**config.mk**
```make
export PLATFORM = sky130hd
export DESIGN_NAME = amp_prot_seq
export DESIGN_NICKNAME = d
export VERILOG_FILES = /design/src/amp_prot_pkg.sv /design/src/amp_prot_seq.sv
export SDC_FILE = /design/constraint.sdc
export NUM_CORES = 1
export LEC_CHECK = 0
export BUFFER_PORTS_ARGS = -buffer_cell sky130_fd_sc_hd__buf_2
export CAP_MARGIN = 5
export CORE_MARGIN = 2
export CORE_UTILIZATION = 60
export CTS_CLUSTER_SIZE = 40
export DETAILED_ROUTE_END_ITERATION = 16
export GPL_TIMING_DRIVEN = 0
export PLACE_DENSITY_LB_ADDON = 0.25
export SETUP_SLACK_MARGIN = 0.02
export SLEW_MARGIN = 20
export SYNTH_ARGS = -nofsm -noshare
export SYNTH_HDL_FRONTEND = slang
export SYNTH_SLANG_ARGS = --single-unit
```
**constraint.sdc**
```tcl
create_clock -name CORE_CLK -period 7.5 [get_ports CORE_CLK]
set_input_delay 0.375 -clock CORE_CLK [delete_from_list [all_inputs] [get_ports CORE_CLK]]
set_output_delay 0.375 -clock CORE_CLK [all_outputs]
set_load 0.1 [all_outputs]
```
**src/amp_prot_pkg.sv**
```systemverilog
// Constants and types shared by the amplifier protection sequencer.
package amp_prot_pkg;
    // Clock and interval figures in their own units.
    localparam int CLK_KHZ = 125000;
    localparam int RESTART_MS = 100;
    localparam int CARRIER_KHZ = 335;
    localparam int FOLD_STEP_US = 100;
    // Derived cycle counts at the core clock rate.
    localparam int RESTART_CYC = RESTART_MS * CLK_KHZ;
    localparam int CARRIER_CYC = CLK_KHZ / CARRIER_KHZ;
    localparam int FOLD_STEP_CYC = (FOLD_STEP_US * CLK_KHZ) / 1000;
    localparam int TMR_W = 24;
    localparam int PH_W = 12;
    localparam int NUM_SWITCHES = 4;
    // Gain reduction in half-decibel steps; twelve steps make 6 dB.
    localparam logic [3:0] ATTEN_MAX = 4'hc;
    localparam logic [3:0] ATTEN_ZERO = 4'h0;
    // Positions of the synchronised comparator and pin inputs.
    localparam int IX_WSET = 0;
    localparam int IX_WCLR = 1;
    localparam int IX_FOLD = 2;
    localparam int IX_SHUT = 3;
    localparam int IX_LOWZ = 4;
    localparam int IX_CAPE = 5;
    localparam int IX_WPIN = 6;
    localparam int IX_FPIN = 7;
    localparam int IX_OC = 8;
    // Register map.
    localparam logic [7:0] ADDR_CTRL = 8'h00;
    localparam logic [7:0] ADDR_STATUS = 8'h04;
    localparam int CTRL_MODE_LSB = 0;
    localparam int CTRL_FOLD_DIS = 2;
    localparam int STAT_STATE_LSB = 0;
    localparam int STAT_WARN = 3;
    localparam int STAT_FOLD = 4;
    localparam int STAT_LIMIT = 5;
    localparam int STAT_DISCH = 6;
    localparam int STAT_ATTEN_LSB = 8;
    localparam int STAT_WPIN = 12;
    localparam int STAT_FPIN = 13;
    typedef enum logic [1:0] {
        MODE_STANDBY = 2'b00,
        MODE_MUTE = 2'b01,
        MODE_OPERATE = 2'b10,
        MODE_SPARE = 2'b11
    } mode_t;
    typedef enum logic [2:0] {
        ST_STANDBY = 3'b000,
        ST_STARTUP = 3'b001,
        ST_RUN = 3'b010,
        ST_OT_OFF = 3'b011,
        ST_OC_OFF = 3'b100
    } fsm_t;
endpackage

```
**src/amp_prot_seq.sv**
```systemverilog
// Fault-response and diagnostic sequencer for a two-channel class-D amplifier.
`timescale 1ns/100ps
module amp_prot_seq #(
    parameter int RESTART_CYCLES = amp_prot_pkg::RESTART_CYC,
    parameter int FOLD_STEP_CYCLES = amp_prot_pkg::FOLD_STEP_CYC,
    parameter int CARRIER_CYCLES = amp_prot_pkg::CARRIER_CYC,
    parameter int NUM_SW = amp_prot_pkg::NUM_SWITCHES
) (
    input wire logic CORE_CLK,
    input wire logic RST_N,
    input wire logic PSEL,
    input wire logic PENABLE,
    input wire logic PWRITE,
    input wire logic [7:0] PADDR,
    input wire logic [31:0] PWDATA,
    output logic [31:0] PRDATA,
    output logic PREADY,
    output logic PSLVERR,
    input wire logic WARN_SET_CMP,
    input wire logic WARN_CLR_CMP,
    input wire logic FOLD_CMP,
    input wire logic SHUT_CMP,
    input wire logic LOW_Z_CMP,
    input wire logic CAP_EMPTY_CMP,
    input wire logic [NUM_SW-1:0] OC_CMP,
    input wire logic THERMAL_WARNING_I,
    output logic THERMAL_WARNING_O,
    output logic THERMAL_WARNING_OE_N,
    input wire logic FAULT_INDICATOR_I,
    output logic FAULT_INDICATOR_O,
    output logic FAULT_INDICATOR_OE_N,
    output logic SWITCH_EN,
    output logic AUDIO_EN,
    output logic [3:0] GAIN_ATTEN,
    output logic [NUM_SW-1:0] CURRENT_LIMIT,
    output logic PROT_DISCHARGE
);
    localparam int SYNC_N = amp_prot_pkg::IX_OC + NUM_SW;
    localparam int TW = amp_prot_pkg::TMR_W;
    localparam int PW = amp_prot_pkg::PH_W;
    localparam logic [TW-1:0] RESTART_LAST = TW'(RESTART_CYCLES - 1);
    localparam logic [TW-1:0] STEP_LAST = TW'(FOLD_STEP_CYCLES - 1);
    localparam logic [PW-1:0] PHASE_LAST = PW'(CARRIER_CYCLES - 1);
    localparam logic [PW-1:0] PHASE_HALF = PW'(CARRIER_CYCLES / 2);

    typedef struct packed {
        logic [SYNC_N-1:0] s1;
        logic [SYNC_N-1:0] s2;
        logic [SYNC_N-1:0] s3;
        logic [SYNC_N-1:0] filt;
        amp_prot_pkg::fsm_t state;
        logic [TW-1:0] tmr;
        logic [TW-1:0] step_cnt;
        logic [PW-1:0] phase;
        logic [1:0] mode;
        logic fold_dis;
        logic warn;
        logic [3:0] atten;
        logic [NUM_SW-1:0] limit;
        logic discharge;
        logic switch_en;
        logic audio_en;
        logic warn_oe_n;
        logic fault_oe_n;
        logic pin_lvl;
        logic [31:0] prdata;
        logic pready;
        logic pslverr;
    } state_t;

    state_t r;
    state_t n;
    logic [SYNC_N-1:0] async_in;
    logic [SYNC_N-1:0] filt_nxt;
    logic [31:0] ctrl_word;
    logic [31:0] status_word;
    logic apb_wr;
    logic mode_on;
    logic switching;
    logic cyc_start;
    logic step_tick;
    logic fold_on;
    logic fault_pulse;

    assign async_in = {OC_CMP, FAULT_INDICATOR_I, THERMAL_WARNING_I,
        CAP_EMPTY_CMP, LOW_Z_CMP, SHUT_CMP, FOLD_CMP, WARN_CLR_CMP,
        WARN_SET_CMP};

    // A change is accepted once the second and third stages agree.
    for (genvar i = 0; i < SYNC_N; i++) begin : g_filt
        assign filt_nxt[i] = (r.s2[i] == r.s3[i]) ? r.s3[i] : r.filt[i];
    end

    assign mode_on = (r.mode == amp_prot_pkg::MODE_MUTE) ||
        (r.mode == amp_prot_pkg::MODE_OPERATE);
    assign switching = (r.state == amp_prot_pkg::ST_RUN);
    assign cyc_start = (r.phase == PHASE_LAST);
    assign step_tick = (r.step_cnt == STEP_LAST);
    assign fold_on = r.filt[amp_prot_pkg::IX_FOLD] && !r.fold_dis;
    assign apb_wr = PSEL && PENABLE && r.pready && PWRITE && !r.pslverr;

    always_comb begin
        ctrl_word = '0;
        ctrl_word[amp_prot_pkg::CTRL_MODE_LSB +: 2] = r.mode;
        ctrl_word[amp_prot_pkg::CTRL_FOLD_DIS] = r.fold_dis;
        status_word = '0;
        status_word[amp_prot_pkg::STAT_STATE_LSB +: 3] = r.state;
        status_word[amp_prot_pkg::STAT_WARN] = r.warn;
        status_word[amp_prot_pkg::STAT_FOLD] = fold_on;
        status_word[amp_prot_pkg::STAT_LIMIT] = |r.limit;
        status_word[amp_prot_pkg::STAT_DISCH] = r.discharge;
        status_word[amp_prot_pkg::STAT_ATTEN_LSB +: 4] = r.atten;
        status_word[amp_prot_pkg::STAT_WPIN] = r.filt[amp_prot_pkg::IX_WPIN];
        status_word[amp_prot_pkg::STAT_FPIN] = r.filt[amp_prot_pkg::IX_FPIN];
    end

    always_comb begin
        n = r;
        n.s1 = async_in;
        n.s2 = r.s1;
        n.s3 = r.s2;
        n.filt = filt_nxt;
        // Answer is prepared in the setup cycle so the access phase is ready.
        n.pready = PSEL && !PENABLE;
        if (PSEL && !PENABLE) begin
            n.pslverr = 1'b0;
            n.prdata = '0;
            if (PADDR == amp_prot_pkg::ADDR_CTRL) begin
                n.prdata = ctrl_word;
            end else if (PADDR == amp_prot_pkg::ADDR_STATUS) begin
                n.prdata = status_word;
            end else begin
                n.pslverr = 1'b1;
            end
        end
        if (apb_wr && PADDR == amp_prot_pkg::ADDR_CTRL) begin
            n.mode = PWDATA[amp_prot_pkg::CTRL_MODE_LSB +: 2];
            n.fold_dis = PWDATA[amp_prot_pkg::CTRL_FOLD_DIS];
        end
        n.phase = cyc_start ? '0 : r.phase + 1'b1;
        n.step_cnt = step_tick ? '0 : r.step_cnt + 1'b1;
        // Warning has its own set and reset levels and ignores the mode.
        if (r.filt[amp_prot_pkg::IX_WSET]) begin
            n.warn = 1'b1;
        end else if (r.filt[amp_prot_pkg::IX_WCLR]) begin
            n.warn = 1'b0;
        end
        // A new overcurrent event wins over the end-of-cycle release.
        for (int i = 0; i < NUM_SW; i++) begin
            if (switching && r.filt[amp_prot_pkg::IX_OC + i]) begin
                n.limit[i] = 1'b1;
            end else if (cyc_start || !switching) begin
                n.limit[i] = 1'b0;
            end
        end
        n.discharge = switching && (|r.limit) &&
            r.filt[amp_prot_pkg::IX_LOWZ];
        if (r.fold_dis) begin
            n.atten = amp_prot_pkg::ATTEN_ZERO;
        end else if (r.filt[amp_prot_pkg::IX_SHUT]) begin
            n.atten = amp_prot_pkg::ATTEN_MAX;
        end else if (step_tick && fold_on &&
            r.atten != amp_prot_pkg::ATTEN_MAX) begin
            n.atten = r.atten + 4'h1;
        end else if (step_tick && !fold_on &&
            r.atten != amp_prot_pkg::ATTEN_ZERO) begin
            n.atten = r.atten - 4'h1;
        end
        case (r.state)
            amp_prot_pkg::ST_STANDBY: begin
                n.tmr = '0;
                n.state = amp_prot_pkg::ST_STARTUP;
            end
            amp_prot_pkg::ST_STARTUP: begin
                n.tmr = r.tmr + 1'b1;
                if (r.tmr == RESTART_LAST) begin
                    n.tmr = '0;
                    n.state = amp_prot_pkg::ST_RUN;
                end
            end
            amp_prot_pkg::ST_RUN: begin
                n.tmr = '0;
                if (r.filt[amp_prot_pkg::IX_SHUT]) begin
                    n.state = amp_prot_pkg::ST_OT_OFF;
                end else if (r.discharge &&
                    r.filt[amp_prot_pkg::IX_CAPE]) begin
                    n.state = amp_prot_pkg::ST_OC_OFF;
                end
            end
            amp_prot_pkg::ST_OT_OFF: begin
                n.tmr = r.tmr + 1'b1;
                if (r.filt[amp_prot_pkg::IX_SHUT]) begin
                    n.tmr = '0;
                end else if (r.tmr == RESTART_LAST) begin
                    n.tmr = '0;
                    n.state = amp_prot_pkg::ST_RUN;
                end
            end
            amp_prot_pkg::ST_OC_OFF: begin
                n.tmr = r.tmr + 1'b1;
                if (r.tmr == RESTART_LAST) begin
                    n.tmr = '0;
                    n.state = amp_prot_pkg::ST_RUN;
                end
            end
            default: begin
                n.tmr = '0;
                n.state = amp_prot_pkg::ST_STANDBY;
            end
        endcase
        if (!mode_on) begin
            n.tmr = '0;
            n.state = amp_prot_pkg::ST_STANDBY;
        end
        n.switch_en = (n.state == amp_prot_pkg::ST_RUN);
        n.audio_en = n.switch_en &&
            (n.mode == amp_prot_pkg::MODE_OPERATE);
        n.warn_oe_n = !n.warn;
        fault_pulse = (|n.limit) && (n.phase < PHASE_HALF);
        // Off states already last at least one restart interval.
        n.fault_oe_n = !((n.state == amp_prot_pkg::ST_STARTUP) ||
            (n.state == amp_prot_pkg::ST_OT_OFF) ||
            (n.state == amp_prot_pkg::ST_OC_OFF) ||
            fault_pulse);
        n.pin_lvl = 1'b0;
    end

    always_ff @(posedge CORE_CLK or negedge RST_N) begin
        if (!RST_N) begin
            r <= '0;
            r.warn_oe_n <= 1'b1;
            r.fault_oe_n <= 1'b1;
        end else begin
            r <= n;
        end
    end

    assign PRDATA = r.prdata;
    assign PREADY = r.pready;
    assign PSLVERR = r.pslverr;
    assign THERMAL_WARNING_O = r.pin_lvl;
    assign THERMAL_WARNING_OE_N = r.warn_oe_n;
    assign FAULT_INDICATOR_O = r.pin_lvl;
    assign FAULT_INDICATOR_OE_N = r.fault_oe_n;
    assign SWITCH_EN = r.switch_en;
    assign AUDIO_EN = r.audio_en;
    assign GAIN_ATTEN = r.atten;
    assign CURRENT_LIMIT = r.limit;
    assign PROT_DISCHARGE = r.discharge;
endmodule // amp_prot_seq

```
==> results of run 1 <==
metrics by stage:
step                      setup WS [ns]  hold WS (ns)  total power (W)  utilization  area, um2
after global routing               4.24        0.0964          0.00175        0.729       7460
after detailed placement           4.43         0.335         0.000954        0.665       6810
after floorplan                    4.69        0.0794         0.000919            -       6320
final                              4.38         0.109          0.00169        0.729       7460
after global placement             4.21         0.333         0.000949        0.661       6760
after CTS                          4.36        0.0977          0.00170        0.729       7460
cell type report:
cell class	count	area (um2)
plain buffers	55	369
clock inverters	7	66.3
repair buffers	68	438
flip-flops and latches	143	3580
multi-input cells	373	2300
fillers	694	2770
well taps	136	170
clock buffers	25	454
inverters	21	78.8
layout by cell type (no fill, tap or decap), drive strengths merged, types with 3 or more instances in the layout:
master / instances
and2: 5
nand2b: 4
xnor2: 34
maj3: 12
a21oi: 16
dlygate4sd3: 13
nand4: 13
dfrtp: 141
inv: 21
nor4: 9
clkbuf: 34
nor3: 14
o21ai: 18
a21o: 3
nor2: 72
ha: 6
nand3: 34
mux2: 3
and3: 8
or3: 3
a22o: 6
xor2: 23
clkinv: 5
mux2i: 4
buf: 101
nand2: 36
conb: 21
or4: 3
synth_stat cells, types with 2 or more instances:
| cell type | number | area share |
|---|---|---|
| a2111oi_2 | 2 | 0.0048 |
| a21o_1 | 3 | 0.0036 |
| a21oi_1 | 16 | 0.013 |
| a22o_1 | 6 | 0.0084 |
| a31oi_1 | 2 | 0.0020 |
| and2_1 | 5 | 0.0050 |
| and3_1 | 8 | 0.0080 |
| buf_2 | 4 | 0.0032 |
| buf_4 | 42 | 0.050 |
| clkbuf_1 | 9 | 0.0054 |
| dfrtp_1 | 141 | 0.56 |
| dfstp_2 | 2 | 0.0084 |
| ha_1 | 6 | 0.012 |
| inv_1 | 20 | 0.012 |
| maj3_1 | 12 | 0.019 |
| mux2_2 | 3 | 0.0054 |
| mux2i_1 | 4 | 0.0064 |
| nand2_1 | 36 | 0.022 |
| nand2b_1 | 4 | 0.0040 |
| nand3_1 | 34 | 0.027 |
| nand4_1 | 13 | 0.013 |
| nor2_1 | 71 | 0.043 |
| nor2b_1 | 2 | 0.0020 |
| nor3_1 | 14 | 0.011 |
| nor4_1 | 9 | 0.0090 |
| nor4b_1 | 2 | 0.0028 |
| o211ai_1 | 2 | 0.0024 |
| o21ai_0 | 18 | 0.014 |
| or3_1 | 3 | 0.0030 |
| or4_1 | 2 | 0.0024 |
| xnor2_1 | 34 | 0.048 |
| xor2_1 | 23 | 0.032 |
routing by layer:
layer,vias up,GRT usage
li1,2098,-
met1,2066,0.283
met2,127,0.334
met3,23,0.0533
met4,0,0.0827
met5,-,0
registers in the layout (all words and copies together), names as in the netlist:
register and flops:
r 88, n 24, PRDATA 13, CURRENT_LIMIT 4, GAIN_ATTEN 4, ctrl_word 3, AUDIO_EN 1, FAULT_INDICATOR_OE_N 1
PREADY 1, PROT_DISCHARGE 1, PSLVERR 1, SWITCH_EN 1, THERMAL_WARNING_OE_N 1
power breakdown:
part	total (W)	internal (W)	switching, W
registers	0.000807	0.000793	0.0000139
clock network	0.000741	0.000446	0.000294
logic	0.000138	0.0000351	0.000103
total	0.00169	0.00127	0.000411
worst reg2reg max path: stages, from the launching register on:
cell       delay, ns
dfrtp_1         0.40
ha_1            0.25
nand4b_1        0.13
or4_4           0.54
nor2_8          0.17
nand2_1         0.15
ha_1            0.31
a21o_1          0.19
a21oi_1         0.17
xnor2_1         0.17
and4bb_2        0.27
a2111oi_2       0.26
logic make-up after synthesis:
| kind of cell | count (synthesis) | share of synthesized area |
|---|---|---|
| multiplexers | 7 | 0.0118 |
| flip-flops | 143 | 0.573 |
| other | 1 | 0.000600 |
| adder cells (fa/ha/maj) | 19 | 0.0344 |
| AND/OR/NAND/NOR | 213 | 0.169 |
| AO/OA/AOI/OAI | 56 | 0.0595 |
| XOR/XNOR | 57 | 0.0799 |
| buffers and inverters | 76 | 0.0717 |
final timing paths:
kind                                       start                        endpoint  slack, ns  cells past startpoint
worst max-delay path             r[64]$_DFF_PN0_       GAIN_ATTEN[3]$_DFFE_PN0P_       4.38                     11
worst min-delay path                   PWDATA[2]        ctrl_word[2]$_DFFE_PN0P_       0.11                      2
worst max register to register   r[64]$_DFF_PN0_       GAIN_ATTEN[3]$_DFFE_PN0P_       4.38                     11
worst min register to register  n[149]$_DFF_PN0_                n[137]$_DFF_PN0_       0.34                      0
max in group asynchronous                  RST_N  FAULT_INDICATOR_OE_N$_DFF_PN1_       6.36                      3
min in group asynchronous                  RST_N                r[134]$_DFF_PN0_       0.39                      2
==> metrics.txt, run 1 <==
synth unique cells 52; crit-path cells ha_1 > nand4b_1 > or4_4 > nor2_8 > nand2_1 > ha_1 > a21o_1 > a21oi_1 > xnor2_1 > and4bb_2 > a2111oi_2; Pre-antenna DRT Iters 4; Max Cap Viol 0; Final Non-Filler Cells 828; Crit Path Class flip-flop to flip-flop; Post-CTS Resized 0; Post-Syn Area 6250 um2; GRT overflow 0; max incr delay on CP 0.53 ns; slew margin rel. 0.487; CTS tree done; PortBufs 54; Worst Path Required 7.91 ns; met2 routed WL 5.37 mm; unrepaired setup endpoints after global routing no; WL per Instance 13.4 um; largest net degree at the start of global routing 77; Core Region 10200 um2; postcts setup bufs 0; Initial Utilization 0.611; DRT antenna net count 0; n_diodes 0; die area 11200 um2; CP Capture Type flip-flop; vias in the first global route 4054; slowest CP cell or4_4; die span in y 106 um; Top Layer Used met4; first-pass GRT wire length 18.8 mm; initial antenna violation count 0; yosys warns 0; hold crit path type input port to flip-flop; CTS H-tree lvls 4; final RePlAce weighted congestion 0.828; clk root buf clkbuf_8; via count 4314; dpl hpwl 7.54 mm; Peak VDD IR 137 uV; final WL 11.1 mm; FMAX 321 MHz; DR iter-0 viols 232; outcome finished, final reports clean; post-placement cell count 783; clk sinks 143; worst-margin pin slew 0.763 ns; type of origin of the critical path flip-flop; Syn Area/Cell 10.9 um2; io pins 106; hold_buf cts 13; Area Overhead vs Synth 19.4%; WL met1 5.00 mm; Die Span X 106 um; final slew viol count 0; number of flops mapped to enable cells by yosys 0; Arrival @ worst endpoint 3.53 ns; Setup Skew 0.00583 ns; Post-synth top flop dfrtp_1; P_leak 3.46 nW; Site Rows 37; met3 WL 525 um; Max Fanout on Critical Path 10; gr usage total 0.211; Crit path max-delay family simple AND/OR/NAND/NOR gates; Post-route DRC 0; setup_tns 0 ns; Tcrit/Tclk final 0.415; final hold vios 0; Num CTS Buffers 17; endpoints failing setup 0; Critical path buffers and inverters 0; most used cell along the critical path ha_1; Worst-path clk slew 0.06 ns; nets@finish 743; share of layout cells above drive strength 1 0.205; Mapped Cells 572; register area share after synthesis 0.573; Skew-Pair Late Insertion Delay 0.52 ns; async set or reset register ratio after synthesis 1.00; Via-to-Cell Ratio 5.21; FF+latch count, synth 143; Tmin final 3.12 ns; PwrDens 226 nW/um2; Max Root-Sink Buffers 2
(Power assumes the default switching activity.)
==> inputs of run 2 (changes only) <==
--- a/config.mk
+++ b/config.mk
@@ -8,7 +8,7 @@
 export BUFFER_PORTS_ARGS = -buffer_cell sky130_fd_sc_hd__buf_2
 export CAP_MARGIN = 5
 export CORE_MARGIN = 2
-export CORE_UTILIZATION = 60
+export CORE_UTILIZATION = 56
 export CTS_CLUSTER_SIZE = 40
 export DETAILED_ROUTE_END_ITERATION = 16
 export GPL_TIMING_DRIVEN = 0
==> constraint.sdc (replaced) <==
create_clock -name CORE_CLK -period 3.2 [get_ports CORE_CLK]
set_input_delay 0.16 -clock CORE_CLK [delete_from_list [all_inputs] [get_ports CORE_CLK]]
set_output_delay 0.16 -clock CORE_CLK [all_outputs]
set_load 0.1 [all_outputs]
==> run 2 against run 1 <==
Compared with the run above:
- clock skew increased by 0.0026 ns
- non-clock buffer count increased by 8
- routed wire length increased by 3.1%
- total power increased by 140%
- critical path type unchanged
==> metrics.txt, run 2 (synthesis gave the netlist of run 1 again) <==
outcome finished, final reports clean; Post-route DRC 0; CTS H-tree lvls 4; r2r setup slk 0.23 ns; max reg flops 88; Max Root-Sink Buffers 2; Area Overhead vs Synth 21.5%; Site Rows 38; Overall Power 0.00408 W; Crit Path Class flip-flop to flip-flop; dpl hpwl 7.85 mm; hold crit path type input port to flip-flop; global routing usage on met3 0.0634; setup_tns 0 ns; unrepaired setup endpoints after global routing no; most frequent cells in the layout 141 x dfrtp_1, 71 x nor2_1, 57 x buf_2; CP endpoint GAIN_ATTEN[3]$_DFFE_PN0P_; Worst-path clk slew 0.06 ns; Final Non-Filler Cells 840; Critical path origin r[64]$_DFF_PN0_; clk root buf clkbuf_8; Arrival @ worst endpoint 3.39 ns; Biggest register r; clk sinks 143; final WL 11.4 mm; via count 4279; Switching Share 0.250; Gate power share 0.080; Core Region 10800 um2; grt met1 use 0.272; PwrDens 538 nW/um2; nets@finish 751; Max Fanout on Critical Path 4; CTS tree done; CP Capture Type flip-flop; FMAX 336 MHz; die area 12000 um2; Pre-antenna DRT Iters 5; initial antenna violation count 0; DR iter-0 viols 248; Die Span X 110 um; Skew-Pair Late Insertion Delay 0.53 ns; largest net degree at the start of global routing 74; vias in the first global route 4127; final slew viol count 0; type of origin of the critical path flip-flop; gr busiest metal met2; PortBufs 54; Critical R2R Capture GAIN_ATTEN[3]$_DFFE_PN0P_; n_diodes 0; share of layout cells above drive strength 1 0.220; post-placement cell count 787; WL per Instance 13.6 um; Via-to-Cell Ratio 5.09; gr usage total 0.209; final RePlAce weighted congestion 0.848; most common cell after layout, fill and taps aside dfrtp_1; Psw 0.00102 W; first-pass GRT wire length 19.1 mm; Tmin final 2.97 ns; Worst Path Required 3.62 ns; io pins 106; Initial Utilization 0.576; Num CTS Buffers 17; worst-margin pin slew 0.777 ns; Max Cap Viol 0; DRT antenna net count 0; met2 usage 0.336; RR Startpoint r[64]$_DFF_PN0_; Setup Skew 0.00840 ns; Clk pwr share 0.456; Worst Reg-to-Reg Cells 11; Reg power frac 0.464; Cell Int Power 0.00306 W; Tcrit/Tclk final 0.929; endpoints failing setup 0; final hold vios 0; die span in y 110 um; slew margin rel. 0.478; P_leak 3.51 nW; Peak VDD IR 324 uV; GRT overflow 0
## run 2: area by class of cell
class | instances | area [um2]
Buffer | 55 | 369
Multi-Input combinational cell | 373 | 2300
Clock inverter | 11 | 105
Fill cell | 763 | 3250
Clock buffer | 21 | 469
Timing Repair Buffer | 76 | 508
Tap cell | 140 | 175
Inverter | 21 | 78.8
Sequential cell | 143 | 3580
## run 2: timing repair
action,4_1_cts,5_1_grt
resized for setup,0,1
hold endpoints to repair,88,0
buffers inserted,0,4
hold buffers,17,0
setup endpoints to repair,0,1
## run 2: critical path, cell delays in order, from the launching register on
cell       delay (ns)
dfrtp_1          0.37
ha_2             0.22
nand4b_1         0.10
or4_4            0.53
nor2_8           0.16
nand2_1          0.13
ha_1             0.29
a21o_1           0.18
a21oi_1          0.18
xnor2_1          0.16
and4bb_2         0.27
a2111oi_2        0.27
## run 2: per-stage QoR
| step | utilization | setup slack, ns | hold slack [ns] | area, um2 |
|---|---|---|---|---|
| 6_report | 0.700 | 0.226 | 0.0422 | 7590 |
| 4_1_cts | 0.697 | 0.113 | 0.0116 | 7560 |
| 3_5_place_dp | 0.628 | 0.156 | 0.155 | 6810 |
| 2_1_floorplan | - | 0.386 | -0.136 | 6320 |
| 3_3_place_gp | 0.624 | 0.0968 | 0.268 | 6770 |
| 5_1_grt | 0.700 | 0.0398 | 0.0526 | 7590 |
## run 2: how the worst min path moves through the flow
stage,startpoint,endpoint,slack [ns],cells after the start
finish,PADDR[6],PRDATA[1]$_DFFE_PN0P_,0.04,4
global route,PADDR[6],PRDATA[2]$_DFFE_PN0P_,0.05,4
CTS,PADDR[6],PRDATA[1]$_DFFE_PN0P_,0.01,4
detailed placement,RST_N,r[134]$_DFF_PN0_,0.16,1
global placement,FAULT_INDICATOR_I,n[146]$_DFF_PN0_,0.27,1
floorplan,RST_N,AUDIO_EN$_DFF_PN0_,-0.14,0
## run 2: power by group through the flow
stage               Combinational, W  Clock, W  Sequential [W]
global route                0.000352   0.00199         0.00190
floorplan                   0.000222         0         0.00193
detailed placement          0.000312         0         0.00192
CTS                         0.000329   0.00190         0.00189
global placement            0.000303         0         0.00192
finish                      0.000327   0.00186         0.00189
## run 2: per-layer routing
metal	vias up	share of wire	wire, um
li1	2112	-	-
met1	2074	0.45	5170
met3	9	0.047	540
met5	-	0	0
met4	0	0.0088	101
met2	84	0.49	5620
==> inputs of run 3 (changes only) <==
--- a/config.mk
+++ b/config.mk
@@ -6,9 +6,10 @@
 export NUM_CORES = 1
 export LEC_CHECK = 0
 export BUFFER_PORTS_ARGS = -buffer_cell sky130_fd_sc_hd__buf_2
-export CAP_MARGIN = 5
+export CELL_PAD_IN_SITES_DETAIL_PLACEMENT = 1
+export CELL_PAD_IN_SITES_GLOBAL_PLACEMENT = 2
 export CORE_MARGIN = 2
-export CORE_UTILIZATION = 56
+export CORE_UTILIZATION = 36
 export CTS_CLUSTER_SIZE = 40
 export DETAILED_ROUTE_END_ITERATION = 16
 export GPL_TIMING_DRIVEN = 0
==> run 3 against run 2 <==
Compared with the run above:
- via count rose by 0.70%
- final cell count up 9.8%
- fmax fell by 1.1%
- core utilization fell by 25 points
- sequential power about the same
- register-to-register slack worse by 0.03 ns
- first-iteration DRC count fell by 62%
- clock power is 11% higher
- flip-flop and latch count is the same
- die area increased by 53%
- critical path type unchanged
==> metrics.txt, run 3 (synthesis gave the netlist of run 1 again) <==
outcome finished, final reports clean; Core Region 17100 um2; Die Span X 136 um; clk sinks 143; clk root buf clkbuf_16; P_leak 3.53 nW; Gate power share 0.076; hold path depth 2; Via-to-Cell Ratio 4.67; post-layout util 0.451; DRT antenna net count 0; via count 4309; Peak VDD IR 392 uV; Initial Utilization 0.365; die area 18400 um2; RR Startpoint r[65]$_DFF_PN0_; endpoints failing setup 0; final slew viol count 0; Placed Area 6920 um2; Switching Share 0.253; nets@finish 748; Arrival @ worst endpoint 3.31 ns; Max Fanout on Critical Path 6; worst-margin pin slew 0.884 ns; Psw 0.00108 W; max reg flops 88; first-pass GRT wire length 21.8 mm; fin area 7730 um2; final hold vios 0; unrepaired setup endpoints after global routing no; HP Start PWDATA[0]; GRT overflow 0; FMAX 332 MHz; WL per Instance 14.0 um; hold crit path type input port to flip-flop; DR iter-0 viols 94; Pre-antenna DRT Iters 4; Post-route DRC 0; gr usage total 0.150; PwrDens 555 nW/um2; io pins 106; Crit Path Class flip-flop to flip-flop; n_diodes 0; most common cell after layout, fill and taps aside dfrtp_1; CTS H-tree lvls 4; Max Root-Sink Buffers 2; vias in the first global route 4458; Critical R2R Capture GAIN_ATTEN[3]$_DFFE_PN0P_; PortBufs 54; Area Overhead vs Synth 23.7%; largest net degree at the start of global routing 77; Setup Skew 0.00727 ns; dpl hpwl 9.06 mm; Worst Reg-to-Reg Cells 11; most frequent cells in the layout 141 x dfrtp_1, 71 x nor2_1, 57 x buf_2; WHS Endpoint ctrl_word[0]$_DFF_PN0_; type of origin of the critical path flip-flop; Num CTS Buffers 17; CTS tree done; Worst-path clk slew 0.06 ns; initial antenna violation count 0; CP Capture Type flip-flop; Tmin final 3.01 ns; final RePlAce weighted congestion 0.800; die span in y 136 um; final WL 12.9 mm; Biggest register r; Skew-Pair Late Insertion Delay 0.42 ns; post-placement cell count 872; Max Cap Viol 0; Cell Int Power 0.00320 W; r2r setup slk 0.19 ns; Clk pwr share 0.482; Final Non-Filler Cells 922; Worst Path Required 3.50 ns; Tcrit/Tclk final 0.940; Site Rows 48; share of layout cells above drive strength 1 0.221; slew margin rel. 0.405; Reg power frac 0.442
-- run 3: cell types whose count changed in the layout (fill, tap and decap cells not counted), moves of 2 or more --
cell,before,now
clkbuf_8,5,1
inv_6,3,5
bufinv_16,1,3
dlygate4sd3_1,17,15
clkinv_4,1,3
clkinvlp_4,4,2
-- run 3: what timing repair did --
action,4_1_cts,5_1_grt
hold buffers,15,0
resized for setup,0,3
setup buffers,0,3
setup endpoints to repair,0,1
endpoints found under the hold margin,79,0
-- run 3: how the worst max path moves through the flow --
| stage | end | depth (start not counted) | slack (ns) | startpoint |
|---|---|---|---|---|
| after floorplan | GAIN_ATTEN[3]$_DFFE_PN0P_ | 11 | 0.39 | r[64]$_DFF_PN0_ |
| after global placement | n[147]$_DFF_PN0_ | 1 | -0.04 | RST_N |
| after detailed placement | GAIN_ATTEN[3]$_DFFE_PN0P_ | 11 | 0.06 | r[64]$_DFF_PN0_ |
| after CTS | GAIN_ATTEN[3]$_DFFE_PN0P_ | 11 | 0.04 | r[64]$_DFF_PN0_ |
| after global routing | GAIN_ATTEN[3]$_DFFE_PN0P_ | 11 | 0.04 | r[64]$_DFF_PN0_ |
| final | GAIN_ATTEN[3]$_DFFE_PN0P_ | 11 | 0.19 | r[65]$_DFF_PN0_ |
-- run 3: metrics by stage --
step           hold WS [ns]  power [W]  setup slack (ns)  TNS [ns]
6_report             0.0196    0.00429             0.192         0
5_1_grt              0.0188    0.00444            0.0389         0
4_1_cts            0.000788    0.00435            0.0423         0
3_5_place_dp          0.162    0.00224            0.0573         0
3_3_place_gp          0.268    0.00223           -0.0448     -4.05
2_1_floorplan        -0.136    0.00215             0.386         0
-- run 3: metal layers --
metal,GRT usage,part of all wire
met5,0,0
met4,0.0469,0.012
met1,0.193,0.47
met3,0.0412,0.038
met2,0.248,0.48
-- run 3: critical path, stage by stage, from the launching register on --
cell	delay [ns]
dfrtp_1	0.42
ha_4	0.18
nand4b_1	0.11
or4_4	0.53
nor2_8	0.17
nand2_1	0.12
ha_1	0.29
a21o_1	0.19
a21oi_2	0.16
xnor2_1	0.17
and4bb_2	0.28
a2111oi_2	0.27
-- run 3: cell type report --
class | instances | area, um2
fill | 1912 | 9390
sequential | 143 | 3580
multi-input combinational | 373 | 2320
timing repair buffer | 73 | 480
clock buffer | 18 | 439
buffer | 55 | 369
tap | 225 | 282
clock inverter | 14 | 180
inverter | 21 | 78.8
-- run 3: power by group through the flow --
stage | registers (W) | logic, W | clock network [W]
5_1_grt | 0.00190 | 0.000350 | 0.00220
4_1_cts | 0.00189 | 0.000332 | 0.00212
3_3_place_gp | 0.00192 | 0.000306 | 0
2_1_floorplan | 0.00193 | 0.000222 | 0
3_5_place_dp | 0.00193 | 0.000316 | 0
6_report | 0.00189 | 0.000327 | 0.00207
